### config.mk
export PLATFORM = sky130hd
export DESIGN_NAME = hbsc_top
export DESIGN_NICKNAME = d
export VERILOG_FILES = /design/src/shared/hbsc_pkg.sv /design/src/rtl/hbsc_top.sv /design/src/rtl/hbsc_sync.sv
export VERILOG_INCLUDE_DIRS = /design/src /design/src/shared
export SDC_FILE = /design/constraint.sdc
export NUM_CORES = 1
export LEC_CHECK = 0
export ABC_AREA = 1
export BUFFER_PORTS_ARGS = -buffer_cell sky130_fd_sc_hd__buf_2
export CAP_MARGIN = 5
export CORE_MARGIN = 4
export CORE_UTILIZATION = 35
export DETAILED_ROUTE_END_ITERATION = 16
export HOLD_SLACK_MARGIN = 0.08
export PLACE_DENSITY = 0.7
export SLEW_MARGIN = 15
export SYNTH_ARGS = -nofsm -noshare
export SYNTH_HDL_FRONTEND = slang
export SYNTH_SLANG_ARGS = --single-unit
### constraint.sdc
create_clock -name clock -period 2.57 [get_ports clock]
set_input_delay 0.257 -clock clock [delete_from_list [all_inputs] [get_ports clock]]
set_output_delay 0.257 -clock clock [all_outputs]
set_load 0.05 [all_outputs]
### src/shared/hbsc_consts.svh
// Constants for the host bus strap configuration block
`ifndef HBSC_CONSTS_SVH
`define HBSC_CONSTS_SVH
`define HBSC_STRAP_W        7
`define HBSC_STRAP_RST      7'h08
`define HBSC_PIN_RST        6'h1F
`define HBSC_BUSSEL_G2LE    4'h4
`define HBSC_STRAP_RSVD     3
`define HBSC_STRAP_WAITPOL  5
`define HBSC_STRAP_CLKDIV   6
`define HBSC_STRAP_BUSHI    4
`define HBSC_ADDR_W         18
`define HBSC_DATA_W         16
`define HBSC_BUF_BYTES      32'h00028000
`define HBSC_SYNC_STAGES    3
`define HBSC_ACCESS_CYCLES  3'h2
`endif

### src/shared/hbsc_pkg.sv
// Types for the host bus strap configuration block
package hbsc_pkg;
	typedef enum logic [1:0] {
		HBSC_SPACE_NONE,
		HBSC_SPACE_REG,
		HBSC_SPACE_BUF
	} hbsc_space_type;
	typedef enum {
		HBSC_IDLE,
		HBSC_STALL,
		HBSC_DONE
	} hbsc_state_type;
endpackage

### src/rtl/hbsc_top.sv
// Host port strap capture, address decode, byte steering and wait
`timescale 1ns/1ps
`include "hbsc_consts.svh"
// Operation
// - Sample seven straps when reset rises; derive bus mode and settings.
// - Straps 4,2:0 equal 0100 select split-strobe little-endian bus.
// - Strap 5 high gives active-high wait, low gives active-low.
// - Strap 6 high halves bus clock, low passes it 1:1.
// - Select input low picks registers, high picks 160K buffer.
// - Wait stalls the host until read data valid or write accepted.
// - High byte enable plus address bit 0 steer byte or word.
// - Bus clock enable derives from the input clock pin.
module hbsc_top (
	input  wire logic                      clock,
	input  wire logic                      sys_rst,
	input  wire logic                      reset_n,
	input  wire logic [`HBSC_STRAP_W-1:0]  strap_config_input,
	input  wire logic                      device_select_n,
	input  wire logic                      mem_reg_select,
	input  wire logic [`HBSC_ADDR_W-1:0]   address,
	input  wire logic                      low_write_strobe_n,
	input  wire logic                      high_byte_write_enable_n,
	input  wire logic                      read_strobe_n,
	input  wire logic                      bus_start_n,
	input  wire logic                      read_write_n,
	input  wire logic [`HBSC_DATA_W-1:0]   data_in,
	output logic      [`HBSC_DATA_W-1:0]   data_out,
	output logic                           data_oe,
	output logic                           wait_out,
	output logic                           bus_clock_enable,
	output logic                           mode_valid,
	output logic                           wait_active_high,
	output logic                           clock_div2,
	output logic                           strap_reserved_ok,
	output logic                           core_reg_sel,
	output logic                           core_buf_sel,
	output logic      [`HBSC_ADDR_W-1:0]   core_address,
	output logic                           core_write,
	output logic                           core_read,
	output logic      [1:0]                core_byte_en,
	output logic      [`HBSC_DATA_W-1:0]   core_wdata,
	input  wire logic [`HBSC_DATA_W-1:0]   core_rdata,
	input  wire logic                      core_ready
);
	// ----------------------------------------
	// Pin synchronisers
	// ----------------------------------------
	localparam int PW = `HBSC_STRAP_W + 6;
	// Reset pin starts low so its first release is one clean rising edge
	wire  [PW-1:0] pins_raw = {strap_config_input, reset_n, device_select_n,
		low_write_strobe_n, read_strobe_n, bus_start_n, read_write_n};
	logic [PW-1:0] pins_s;
	hbsc_sync #(.W(PW)) u_sync (
		.clock   (clock),
		.sys_rst (sys_rst),
		.pin_in  (pins_raw),
		.rst_val ({`HBSC_STRAP_RST, `HBSC_PIN_RST}),
		.pin_out (pins_s)
	);
	wire [`HBSC_STRAP_W-1:0] strap_s = pins_s[PW-1:6];
	wire rstn_s  = pins_s[5];
	wire sel_s   = ~pins_s[4];
	wire wr_s    = ~pins_s[3];
	wire rd_s    = ~pins_s[2];
	wire ctl_high = pins_s[1] & pins_s[0]; // Both must idle high in this bus variant
	// ----------------------------------------
	// Strap capture
	// ----------------------------------------
	logic                     rstn_d_r;
	logic [`HBSC_STRAP_W-1:0] strap_r;
	// Filtered pin, so a noisy release captures only once
	wire  rst_rise = rstn_s & ~rstn_d_r;
	always_ff @(posedge clock) begin
		if (sys_rst) begin
			rstn_d_r <= 1'h0;
			strap_r  <= `HBSC_STRAP_RST;
		end else begin
			rstn_d_r <= rstn_s;
			if (rst_rise) begin
				strap_r <= strap_s;
			end
		end
	end
	// ----------------------------------------
	// Strap decode
	// ----------------------------------------
	wire [3:0] bus_sel = {strap_r[`HBSC_STRAP_BUSHI], strap_r[2:0]};
	assign mode_valid        = (bus_sel == `HBSC_BUSSEL_G2LE);
	assign strap_reserved_ok = strap_r[`HBSC_STRAP_RSVD];
	assign wait_active_high  = strap_r[`HBSC_STRAP_WAITPOL];
	assign clock_div2        = strap_r[`HBSC_STRAP_CLKDIV];
	// ----------------------------------------
	// Bus clock divider
	// ----------------------------------------
	// Enable pulse rather than a derived clock keeps one domain
	logic div_r;
	always_ff @(posedge clock) begin
		if (sys_rst) begin
			div_r <= 1'h0;
		end else begin
			div_r <= ~div_r;
		end
	end
	assign bus_clock_enable = clock_div2 ? div_r : 1'h1;
	// ----------------------------------------
	// Decode and steering
	// ----------------------------------------
	function automatic logic [1:0] hbsc_lanes(input logic hi_n, input logic a0);
		hbsc_lanes = {~hi_n, ~a0 | hi_n};
	endfunction
	// Requests are ignored while the straps name another bus
	wire active = rstn_s & mode_valid & sel_s & ctl_high;
	hbsc_pkg::hbsc_space_type space;
	assign space = !active ? hbsc_pkg::HBSC_SPACE_NONE :
		(mem_reg_select ? hbsc_pkg::HBSC_SPACE_BUF : hbsc_pkg::HBSC_SPACE_REG);
	// ----------------------------------------
	// Access sequencer
	// ----------------------------------------
	hbsc_pkg::hbsc_state_type state_r;
	hbsc_pkg::hbsc_state_type state_nxt;
	wire req = (space != hbsc_pkg::HBSC_SPACE_NONE) & (wr_s ^ rd_s) & bus_clock_enable;
	always_comb begin
		state_nxt = state_r;
		case (state_r)
			hbsc_pkg::HBSC_IDLE: begin
				if (req) begin
					state_nxt = hbsc_pkg::HBSC_STALL;
				end
			end
			hbsc_pkg::HBSC_STALL: begin
				if (core_ready) begin
					state_nxt = hbsc_pkg::HBSC_DONE;
				end
			end
			hbsc_pkg::HBSC_DONE: begin
				if (!sel_s || !(wr_s | rd_s)) begin
					state_nxt = hbsc_pkg::HBSC_IDLE;
				end
			end
			default: state_nxt = hbsc_pkg::HBSC_IDLE;
		endcase
	end
	wire  take = req & (state_r == hbsc_pkg::HBSC_IDLE);
	wire  stalling = (state_r == hbsc_pkg::HBSC_STALL) | take;
	// ----------------------------------------
	// State register
	// ----------------------------------------
	always_ff @(posedge clock) begin
		if (sys_rst) begin
			state_r <= hbsc_pkg::HBSC_IDLE;
		end else begin
			state_r <= state_nxt;
		end
	end
	// ----------------------------------------
	// Request capture
	// ----------------------------------------
	// Address and data are pins, but stand still while the synced strobe is low
	logic [1:0]               lanes_r;
	logic                     is_wr_r;
	logic                     is_buf_r;
	logic [`HBSC_ADDR_W-1:0]  addr_r;
	logic [`HBSC_DATA_W-1:0]  wdata_r;
	wire  [1:0]               lanes_nxt = hbsc_lanes(high_byte_write_enable_n, address[0]);
	always_ff @(posedge clock) begin
		if (sys_rst) begin
			lanes_r  <= 2'h0;
			is_wr_r  <= 1'h0;
			is_buf_r <= 1'h0;
			addr_r   <= 18'h00000;
			wdata_r  <= 16'h0000;
		end else if (take) begin
			lanes_r  <= lanes_nxt;
			is_wr_r  <= wr_s;
			is_buf_r <= (space == hbsc_pkg::HBSC_SPACE_BUF);
			addr_r   <= address;
			wdata_r  <= data_in;
		end
	end
	// ----------------------------------------
	// Read data
	// ----------------------------------------
	logic [`HBSC_DATA_W-1:0]  rdata_r;
	wire  in_stall = (state_r == hbsc_pkg::HBSC_STALL);
	wire  rd_take  = in_stall & core_ready & ~is_wr_r;
	always_ff @(posedge clock) begin
		if (sys_rst) begin
			rdata_r <= 16'h0000;
		end else if (rd_take) begin
			rdata_r <= core_rdata;
		end
	end
	// ----------------------------------------
	// Core side outputs
	// ----------------------------------------
	// Buffer block past its end still completes, but selects nothing
	wire  buf_in_range = ({14'h0, addr_r} < `HBSC_BUF_BYTES);
	assign core_reg_sel = in_stall & ~is_buf_r;
	assign core_buf_sel = in_stall & is_buf_r & buf_in_range;
	assign core_write   = in_stall & is_wr_r;
	assign core_read    = in_stall & ~is_wr_r;
	assign core_byte_en = in_stall ? lanes_r : 2'h0;
	assign core_address = addr_r;
	assign core_wdata   = wdata_r;
	// ----------------------------------------
	// Host side outputs
	// ----------------------------------------
	assign data_out     = rdata_r;
	// Drive only while the host still reads, so a released bus is never fought
	assign data_oe      = (state_r == hbsc_pkg::HBSC_DONE) & ~is_wr_r & sel_s & rd_s;
	// Wait asserted at strap polarity only while stalling, else inactive
	assign wait_out = (stalling & sel_s) ? wait_active_high : ~wait_active_high;
endmodule

### src/rtl/hbsc_sync.sv
// Three-stage pin synchroniser with agreement filter
`timescale 1ns/1ps
`include "hbsc_consts.svh"
module hbsc_sync #(
	parameter int W = 1
) (
	input  wire logic         clock,
	input  wire logic         sys_rst,
	input  wire logic [W-1:0] pin_in,
	input  wire logic [W-1:0] rst_val,
	output logic      [W-1:0] pin_out
);
	logic [W-1:0] s1_r;
	logic [W-1:0] s2_r;
	logic [W-1:0] s3_r;
	logic [W-1:0] out_r;
	wire  [W-1:0] agree = ~(s2_r ^ s3_r);
	wire  [W-1:0] out_nxt = (agree & s2_r) | (~agree & out_r);
	always_ff @(posedge clock) begin
		s1_r <= pin_in;
		s2_r <= s1_r;
		s3_r <= s2_r;
		if (sys_rst) begin
			out_r <= rst_val;
		end else begin
			out_r <= out_nxt;
		end
	end
	assign pin_out = out_r;
endmodule

# Yosys cells after proc, flatten, opt, wreduce, memory -nomap -nowiden
# Cells that the tools add are included.
[op_classes]
n_addsub = 0
mul = 0
div = 0
order_cmp = 1
eq_ne = 9
shift = 0
mux = 9
bitwise_logic = 39
reduce_logical = 6
[ops]
columns = ["op", "n"]
rows = [
  ["$mux W32", 3],
  ["$pmux W32 S3", 1],
  ["$eq A32 B2 Y1 const B", 2],
  ["$logic_not A32 Y1", 2],
  ["$eq A32 B1 Y1 const B", 1],
  ["$eq A32 B3 Y1 const B", 1],
  ["$and A13 B13 Y13", 2],
  ["$not A13 Y13", 2],
  ["$and A1 B1 Y1", 19],
  ["$lt A18 B18 Y1 const B", 1],
  ["$or A13 B13 Y13", 1],
  ["$xor A13 B13 Y13", 1],
  ["$not A1 Y1", 10],
  ["$mux W2", 3],
  ["$ne A2 B2 Y1 const B", 3],
  ["$eq A4 B3 Y1 const B", 1],
  ["$or A1 B1 Y1", 3],
  ["$reduce_and A3 Y1", 1],
  ["$eq A2 B2 Y1 const B", 1],
  ["$mux W1", 2],
  ["$reduce_bool A2 Y1", 1],
  ["$logic_not A1 Y1", 1],
  ["$logic_or A1 B1 Y1", 1],
  ["$xor A1 B1 Y1", 1],
]
[word_totals]
ff_bits = 147
latch_bits = 0
mem_bits_rw = 0
mem_bits_ro = 0
n_memories = 0

# Logic depth before layout (Yosys ltp)
# Gate-level depths: netlist of run 1.
[logic_depth]
ltp_word = 12
mapped_depth = 9
depth_no_buf = 9

# Cells and area by module
# A second synthesis of run 1 with hierarchy kept.
[hier_totals]
hier_cells = 547
hier_area_um2 = 4254.1
[by_module_without_submodules]
columns = ["mod", "instances", "cells_per_inst", "area_each_um2", "seq_area_each_um2"]
rows = [
  ["hbsc_top", 1, 387, 2632.5, 1301.2],
  ["hbsc_sync", 1, 160, 1621.6, 1171.1],
]

# Least setup slack after synthesis of run 1
# OpenSTA, ideal clock, no wires.
[synth_timing]
path_kind = "register -> output"
start = "reg addr_r[16], in the netlist core_address[16]"
end = "out core_buf_sel"
t_arrival_ps = 1700
path_slack_ps = 613
stages_incl_launch_ff = 4
path_buffers = 0
cell_sequence = "dfxtp_1 inv_1 a21oi_1 nor3_1"
[synth_between]
elab_chain_cells = 2
[synth_rtl]
columns = ["item", "line_no", "rtl"]
rows = [
  ["from (decl)", "hbsc_top.sv:162", "logic [`HBSC_ADDR_W-1:0] addr_r;"],
  ["from (signal assigned)", "hbsc_top.sv:176", "addr_r <= address;"],
  ["$lt A18 B18 Y1 (no source line)", "--", ""],
  ["$and A1 B1 Y1", "hbsc_top.sv:199", "assign core_buf_sel = in_stall & is_buf_r & buf_in_range;"],
  ["to (decl)", "hbsc_top.sv:36", "output logic core_buf_sel,"],
]
# Every way passes these cells.

==> key figures, run 1 <==
Synthesis
  – Top cell type's share of synthesized area: 0.608
  – Synth Cell Area: 0.00385 sq mm
  – Yosys warnings: 0
  – Flops & latches, synth: 117
  – Netlist cell types: 20
  – Area leader, netlist: dfxtp_1
  – Avg Synthesized Cell Area: 8.04 sq um
  – Synth Net Count: 548
  – Synthesized instance count: 479
  – Largest cells by area after synthesis: dfxtp_1 (61%), nor2_1 (13%), nand2_1 (8.8%)
  – Post-synthesis sequential area ratio: 0.608

Route
  – DR vias/cell: 4.21
  – Initial DRC Count: 275
  – Vias post-DR: 3504
  – Residual DRC count: 0
  – Post-DRT Antenna Nets: 0
  – Routed wire length: 9260 um
  – Drt pass-1 iters: 4
  – Routed len/inst: 11.1 um

Timing
  – Setup violators final: 0
  – Worst setup margin: 182 ps
  – Crit share post-route: 0.929
  – Final hold viol count: 0
  – Slew Viols, Final: 0
  – Worst-margin pin slew: 857 ps
  – Fin crit period: 2390 ps
  – Max_slew headroom: 0.428
  – RSZ-0062 raised after global routing: no
  – Total Negative Setup Slacks: 0 ps
  – F_max: 0.419 GHz
  – Max Clock Skew: 10.8 ps

Place
  – Place WS: 702 ps
  – Final RePlAce weighted congestion: 0.774
  – Buffers on Ports: 130
  – HPWL after DPL: 5850 um

Clock network
  – Worst skew pair latency: 520 ps
  – Clk root buf: clkbuf_8
  – # H-tree levels: 4
  – CTS tree: done
  – Clock transition at the registers of the reported paths: 60 ps
  – CTS Hold Bufs: 67
  – Clock sinks: 117
  – Setup Buffers After CTS: 0
  – Clock buffer count from CTS: 17
  – CTS max path bufs: 2
  – Cts repair resizes: 0

Floorplan
  – Starting density of the core: 0.357
  – Total core area: 0.0108 sq mm
  – Die height: 113 um
  – Std-Cell Rows: 38
  – Area of the die: 0.0127 sq mm
  – Die extent in x: 113 um
  – IO Count: 131

Flow run
  – Max-Cap Viols: 0

GRT
  – Largest net degree at the start of global routing: 73
  – First-pass GRT wire length: 15200 um
  – Initial antenna violation count: 0
  – Vias in the first global route: 3426
  – Total track usage: 0.150
  – Global route total overflow: 0

Power
  – Sw Ratio: 0.199
  – Internal power: 3.59 mW
  – Pwr/cell area: 765 mW/mm^2
  – Worst vdd ir: 0.000570 V
  – Clock power frac: 0.528
  – Static leakage: 3.02 nW
  – Seq pwr share: 0.422
  – Part of the power in combinational logic: 0.050
  – Psw: 0.893 mW

Worst setup path
  – Kind of critical path: reg -> reg
  – Crit-path slowest cell: dlygate4sd3_1
  – Worst Path Arrival: 2790 ps
  – Worst EP required: 2970 ps
  – Flop-to-flop setup slack: 180 ps
  – CP startpoint kind: flip-flop
  – Delay of the slowest critical-path stage: 560 ps
  – CP Capture Type: flip-flop
  – Most common cell type on the critical path: nor2_1
  – Buf/Inv on CP: 3
  – Delay-heaviest family, CP: buffers and inverters
  – CP cell instances: ha_1 -> nand3_1 -> nor2_2 -> nand2_4 -> buf_4 -> inv_1 -> nor2_1 -> nor2_1 -> dlygate4sd3_1
  – Peak fanout along the critical path: 72

Run status
  – Status: completed

Finish
  – Area Growth Syn to Fin: 52.4%
  – Total Nets Final: 749
  – Diode count: 0
  – Share of cells above drive strength 1: 0.244

Min path
  – HP Class: in -> reg
## synthesized netlist by cell type, drive strengths merged
cell,count
nand3b,1
nand3,5
nor2,140
clkbuf,6
buf,11
dfxtp,117
ha,1
o21ai,36
nand2,91
clkinv,1
inv,50
a21oi,19
nor3,1
## power groups by stage
stage | Clock, mW | Sequential (mW) | Combinational (mW)
floorplan | 0 | 1.94 | 0.0667
global placement | 0 | 1.93 | 0.144
detailed placement | 0 | 1.93 | 0.147
CTS | 2.44 | 1.89 | 0.226
global route | 2.52 | 1.90 | 0.250
finish | 2.37 | 1.89 | 0.227
## final cells by class
class                   instances  area [sq um]
inverters                      51           191
clock buffers                  24           490
multi-input cells             294          1210
well taps                     140           175
clock inverters                 8           120
repair buffers                199          1340
fillers                       955          4920
flip-flops and latches        117          2340
## logic make-up (layout without fill, tap and decap cells)
logic type / count (synthesis) / count (layout) / synth area share
AND/OR/NAND/NOR: 238 / 238 / 0.240
flip-flops: 117 / 117 / 0.608
buffers and inverters: 68 / 282 / 0.0767
AO/OA/AOI/OAI: 55 / 55 / 0.0715
adder cells (fa/ha/maj): 1 / 1 / 0.00325
## per-layer routing
metal,track usage,vias up,share of wire
met5,0,-,0
met4,0.0809,0,0.023
met3,0.0567,21,0.075
met2,0.244,108,0.47
met1,0.169,1519,0.43
li1,-,1856,-
## through the flow
step | instances | hold WS, ps | util | total power [mW] | area, sq um
2_1_floorplan | 479 | 285 | - | 2.00 | 3850
3_3_place_gp | 734 | 311 | 0.425 | 2.07 | 4590
4_1_cts | 833 | 88.9 | 0.544 | 4.56 | 5870
3_5_place_dp | 734 | 312 | 0.425 | 2.08 | 4590
5_1_grt | 833 | 119 | 0.544 | 4.67 | 5870
6_report | 833 | 106 | 0.544 | 4.49 | 5870
## final timing paths
path | startpoint | to | depth (start not counted)
worst max-delay path | flip-flop | state_r[0] | 9
worst min register to register | u_sync.s1_r[6] | u_sync.s2_r[6] | 0
worst min-delay path | high_byte_write_enable_n | lanes_r[1] | 3
worst max register to register | flip-flop | state_r[0] | 9
## layout by cell type (no fill, tap or decap), types with 5 or more instances in the layout
cell type	instances
a21oi_1	19
buf_2	130
clkbuf_16	16
clkbuf_8	6
dfxtp_1	117
dlygate4sd3_1	67
inv_1	47
nand2_1	90
nand3_1	5
nor2_1	137
o21ai_0	35
## tightest hold or removal path: cells and delay by family
kind	cells	cell delay (ps)
compound gates	1	70
buf+inv	1	100
simple gates	1	140
No activity file was read; power rests on OpenSTA's default activity.
==> run 2, diff against run 1 <==
- PLACE_DENSITY: 0.7 -> 0.59
- clock period: 2.57 -> 2.4 ns (I/O delays scaled with it)
==> run 2 against run 1 <==
Effect of this change: worst hold slack gained 220 ps; sequential share of layout area decreased by 0.085 points; critical path depth is 1 lower; largest cell class unchanged.
==> key figures, run 2 (synthesis gave the netlist of run 1 again) <==
Route
  – Routed len/inst: 11.1 um (-0.26%)
  – Initial DRC Count: 311 (+13%)
  – Post-DRT Antenna Nets: 0 (unchanged)
  – Drt pass-1 iters: 4 (unchanged)
  – Vias post-DR: 3517 (+0.37%)
  – DR vias/cell: 4.20 (-0.11%)
  – Routed wire length: 9280 um (+0.22%)
  – Residual DRC count: 0 (unchanged)

Finish
  – Share of cells above drive strength 1: 0.250 (+0.00577)
  – Diode count: 0 (unchanged)
  – Area Growth Syn to Fin: 52.7%
  – Total Nets Final: 753 (+0.53%)
  – Most frequent cells in the layout: nor2_1 (137), buf_2 (129), dfxtp_1 (117)
  – Fin cells: 837 (+0.48%)
  – Commonest non-fill, non-tap cell in the layout: nor2_1
  – Filler cell count: 958 (+0.31%)

Worst setup path
  – Peak fanout along the critical path: 3 (-96%)
  – Crit-path slowest cell: dfxtp_1
  – CP cell instances: ha_1 -> nand3_1 -> nor2_2 -> nand2_4 -> nand2_1 -> nand3_1 -> nand2_1 -> buf_6
  – Worst Path Arrival: 1910 ps (-880 ps)
  – CP Capture Type: output port
  – Kind of critical path: reg -> out
  – CP startpoint kind: flip-flop
  – Worst EP required: 2160 ps (-810 ps)
  – Delay of the slowest critical-path stage: 330 ps (-230 ps)

Clock network
  – Clock transition at the registers of the reported paths: 60 ps (about the same)
  – Clock sinks: 117 (unchanged)
  – Clock buffer count from CTS: 17 (unchanged)
  – Clk root buf: clkbuf_8
  – Worst skew pair latency: 520 ps (about the same)
  – CTS max path bufs: 2 (unchanged)
  – # H-tree levels: 4 (unchanged)
  – CTS tree: done

GRT
  – First-pass GRT wire length: 15200 um (-0.14%)
  – Global route total overflow: 0 (unchanged)
  – Total track usage: 0.150 (+0.000726)
  – Initial antenna violation count: 0 (unchanged)
  – Largest net degree at the start of global routing: 57 (-22%)
  – Vias in the first global route: 3350 (-2.2%)

Timing
  – Max Clock Skew: 5.47 ps (-5.31 ps)
  – RSZ-0062 raised after global routing: no
  – Worst-margin pin slew: 642 ps (-215 ps)
  – Setup violators final: 0 (unchanged)
  – Total Negative Setup Slacks: 0 ps (unchanged)
  – Final hold viol count: 0 (unchanged)
  – F_max: 0.466 GHz
  – Worst hold slack: 326 ps (+220 ps)
  – Fin crit period: 2150 ps
  – Slew Viols, Final: 0 (unchanged)
  – Worst setup margin: 252 ps (+70.7 ps)
  – Crit share post-route: 0.895
  – Max_slew headroom: 0.572 (+0.144)

Run status
  – Status: completed

Place
  – HPWL after DPL: 6010 um (+2.7%)
  – Placed instance count: 736 (+0.27%)
  – Buffers on Ports: 130 (unchanged)
  – Place WS: 585 ps (-118 ps)
  – Final RePlAce weighted congestion: 0.825 (+6.6%)

Floorplan
  – Die extent in x: 113 um (unchanged)
  – Area of the die: 0.0127 sq mm (unchanged)
  – Die height: 113 um (unchanged)
  – Total core area: 0.0108 sq mm (unchanged)
  – Starting density of the core: 0.357 (unchanged)
  – Std-Cell Rows: 38 (unchanged)
  – IO Count: 131 (unchanged)

Power
  – Pwr Total: 4.71 mW (+5.0%)
  – Pwr/cell area: 801 mW/mm^2 (+4.7%)
  – Static leakage: 3.03 nW (+0.22%)
  – Worst vdd ir: 0.00107 V (+87%)

Min path
  – HP Class: reg -> reg

Flow run
  – Max-Cap Viols: 0 (unchanged)
==> run 2: cell count changes in the layout (fill, tap and decap cells not counted) <==
cell           delta
buf_6             +1
bufinv_16         -1
clkbuf_8          -5
clkinv_4          +4
buf_2             -1
inv_6             +5
dlygate4sd3_1     +1
inv_8             +1
clkinv_2          -2
clkbuf_1          -2
buf_4             +3
==> run 2: timing repair <==
action | CTS | global route
gates resized for setup | 0 | 3
buffers inserted | 0 | 1
hold buffers | 68 | 0
hold endpoints to repair | 70 | 0
setup endpoints to repair | 0 | 1
==> run 2: cell type report <==
cell class	count	area, sq um	share of cell area
clock buffer	17	414	0.0704
multi-input combinational	294	1210	0.206
inverter	51	191	0.0326
timing repair buffer	203	1380	0.234
sequential	117	2340	0.398
tap	140	175	0.0298
clock inverter	15	170	0.0289
==> run 2: path summary, 6_finish.rpt <==
check | start | to | slack (ps) | depth (start not counted)
worst max-delay path | flip-flop | wait_out | 250 | 8
worst min-delay path | u_sync.s1_r[4] | u_sync.s2_r[4] | 330 | 0
worst max register to register | flip-flop | state_r[0] | 400 | 9
worst min register to register | u_sync.s1_r[4] | u_sync.s2_r[4] | 330 | 0
==> run 2: critical path, delay by kind of cell (launching register included) <==
family                     cells  cell delay (ps)
and+or+nand+nor                6              600
DFF                            1              330
adders and majority gates      1              280
buffers and inverters          1              170
==> run 2: routing by layer <==
layer	up-vias	wire length, um	GRT usage
met3	12	765	0.0615
met2	118	4160	0.238
met4	0	130	0.0665
met1	1522	4220	0.180
met5	-	0	0
li1	1865	-	-
==> run 2: per-stage QoR <==
step | cell area (sq um) | utilization
final | 5880 | 0.545
after detailed placement | 4600 | 0.426
after floorplan | 3850 | -
after global placement | 4600 | 0.426
after global routing | 5880 | 0.545
after CTS | 5870 | 0.544
==> run 2: power breakdown <==
part / total (mW) / internal (mW) / leakage (nW) / switching (mW)
clock: 2.44 / 1.50 / 0.282 / 0.936
combinational: 0.247 / 0.139 / 1.79 / 0.108
sequential: 2.03 / 2.00 / 0.961 / 0.0262
total: 4.71 / 3.64 / 3.03 / 1.07
==> run 3, diff against run 2 <==
- BUFFER_PORTS_ARGS: -buffer_cell sky130_fd_sc_hd__buf_2 -> default
- DONT_BUFFER_PORTS: default -> 1
- PLACE_DENSITY: 0.59 -> 0.49
==> run 3 against run 2 <==
Effect of this change: critical endpoint unchanged; wire length fell by 4.3%; worst hold slack lost 220 ps; die area is the same; core utilization down 5.3 points; first-iteration DRC count down 33%; critical path type unchanged; combinational power down 22%.
==> key figures, run 3 (synthesis gave the netlist of run 1 again) <==
Floorplan
  – Std-Cell Rows: 38 (unchanged)
  – IO Count: 131 (unchanged)
  – Area of the die: 0.0127 sq mm (unchanged)
  – Starting density of the core: 0.357 (unchanged)
  – Die height: 113 um (unchanged)
  – Die extent in x: 113 um (unchanged)
  – Total core area: 0.0108 sq mm (unchanged)

GRT
  – Global route total overflow: 0 (unchanged)
  – First-pass GRT wire length: 14300 um (-6.0%)
  – Largest net degree at the start of global routing: 42 (-26%)
  – Total track usage: 0.144 (-0.00650)
  – Vias in the first global route: 2960 (-12%)
  – Initial antenna violation count: 0 (unchanged)

Route
  – Met2 WL: 4070 um (-2.1%)
  – Initial DRC Count: 209 (-33%)
  – Vias post-DR: 3113 (-11%)
  – M1 WL: 3800 um (-10%)
  – Routed wl met3: 853 um (+12%)
  – DR vias/cell: 4.37 (+3.9%)
  – Residual DRC count: 0 (unchanged)
  – Max Used Layer: met4
  – Post-DRT Antenna Nets: 0 (unchanged)
  – Drt pass-1 iters: 4 (unchanged)
  – Routed wire length: 8880 um (-4.3%)
  – Routed len/inst: 12.5 um (+12%)

Worst setup path
  – CP Capture Type: output port
  – Worst Path Arrival: 1880 ps (-30 ps)
  – Worst EP required: 2160 ps (about the same)
  – Peak fanout along the critical path: 3 (unchanged)
  – Delay-heaviest family, CP: simple AND/OR/NAND/NOR gates
  – CP cell instances: ha_1 -> nand3_1 -> nor2_2 -> nand2_4 -> nand2_1 -> nand2_1 -> nand2_1 -> nand2_1 -> buf_12
  – Most common cell type on the critical path: nand2_1
  – Kind of critical path: reg -> out
  – Delay of the slowest critical-path stage: 320 ps (about the same)
  – CP startpoint kind: flip-flop
  – Crit-path slowest cell: dfxtp_1
  – Buf/Inv on CP: 1 (unchanged)

Clock network
  – Worst skew pair latency: 510 ps (about the same)
  – CTS tree: done
  – Clk root buf: clkbuf_8
  – Cts repair resizes: 0 (unchanged)
  – # H-tree levels: 4 (unchanged)
  – Clock sinks: 117 (unchanged)
  – Clock transition at the registers of the reported paths: 50 ps (about the same)
  – Clock buffer count from CTS: 17 (unchanged)
  – CTS max path bufs: 2 (unchanged)

Run status
  – Status: completed

Power
  – Static leakage: 2.47 nW (-18%)
  – Pwr/cell area: 898 mW/mm^2 (+12%)
  – Worst vdd ir: 0.000569 V (-47%)

Finish
  – Filler cell count: 1007 (+5.1%)
  – Total Nets Final: 631 (-16%)
  – Diode count: 0 (unchanged)
  – Area Growth Syn to Fin: 38.0%
  – Most frequent cells in the layout: nor2_1 (137), dfxtp_1 (117), nand2_1 (90)
  – Commonest non-fill, non-tap cell in the layout: nor2_1
  – Fin area: 0.00531 sq mm (-9.6%)
  – Share of cells above drive strength 1: 0.0838 (-0.166)
  – Final core occ: 0.492 (-0.0525)

Place
  – Post-Place Cell Area: 0.00403 sq mm (-12%)
  – HPWL after DPL: 5610 um (-6.7%)
  – Buffers on Ports: 0 (-100%)
  – Final RePlAce weighted congestion: 0.766 (-7.1%)

Timing
  – F_max: 0.472 GHz (+1.4%)
  – Crit share post-route: 0.883 (-0.0122)
  – Slew Viols, Final: 0 (unchanged)
  – Fin crit period: 2120 ps (-29.3 ps)
  – RSZ-0062 raised after global routing: no
  – Final hold viol count: 0 (unchanged)
  – Setup violators final: 0 (unchanged)
  – Max Clock Skew: 7.38 ps (+1.92 ps)
  – Worst-margin pin slew: 567 ps (-74.7 ps)
  – Total Negative Setup Slacks: 0 ps (unchanged)
  – Max_slew headroom: 0.621 (+0.0499)

Min path
  – HP Class: in -> reg

Flow run
  – Max-Cap Viols: 0 (unchanged)
-- run 3: changes by cell type in the layout (fill, tap and decap cells not counted) --
cell / change
buf_2: -129
inv_8: -1
clkinv_4: -4
clkinv_2: +1
bufinv_16: +2
clkbuf_1: +2
clkinvlp_4: +1
buf_12: +1
clkbuf_8: +2
inv_6: -5
buf_6: -1
buf_4: +7
-- run 3: stage by stage --
step / instances / total power, mW / hold WS (ps) / setup slack (ps)
floorplan: 479 / 2.15 / 268 / 460
CTS: 713 / 4.86 / 85.8 / 224
global route: 713 / 4.97 / 128 / 98.6
detailed placement: 615 / 2.17 / 268 / 797
finish: 713 / 4.77 / 105 / 282
global placement: 615 / 2.17 / 268 / 784
-- run 3: path summary, 6_finish.rpt --
| kind | endpoint | slack (ps) | cells past startpoint | startpoint |
|---|---|---|---|---|
| max | wait_out | 280 | 9 | flip-flop |
| min | strap_r[3] | 100 | 2 | sys_rst |
| max reg2reg | lanes_r[1] | 420 | 8 | flip-flop |
| min reg2reg | u_sync.s2_r[2] | 320 | 0 | u_sync.s1_r[2] |
-- run 3: what timing repair did --
| action | CTS | global route |
|---|---|---|
| hold endpoints to repair | 76 | 0 |
| setup buffers | 0 | 0 |
| hold buffers | 68 | 0 |
-- run 3: per-layer routing --
layer / track usage / vias up
li1: - / 1617
met1: 0.164 / 1378
met2: 0.224 / 105
met3: 0.0684 / 13
met4: 0.0753 / 0
met5: 0 / -
-- run 3: final cells by class --
type                            count  area (sq um)  share of cell area
Inverter                           51           191              0.0360
Clock inverter                      9           153              0.0287
Tap cell                          140           175              0.0330
Timing Repair Buffer               81           791               0.149
Sequential cell                   117          2340               0.441
Clock buffer                       21           449              0.0845
Multi-Input combinational cell    294          1210               0.228
-- run 3: power by group --
part | switching [mW] | total [mW] | internal, mW
Clock | 0.824 | 2.55 | 1.72
Combinational | 0.0895 | 0.192 | 0.102
Sequential | 0.0317 | 2.03 | 2.00
Total | 0.946 | 4.77 | 3.83
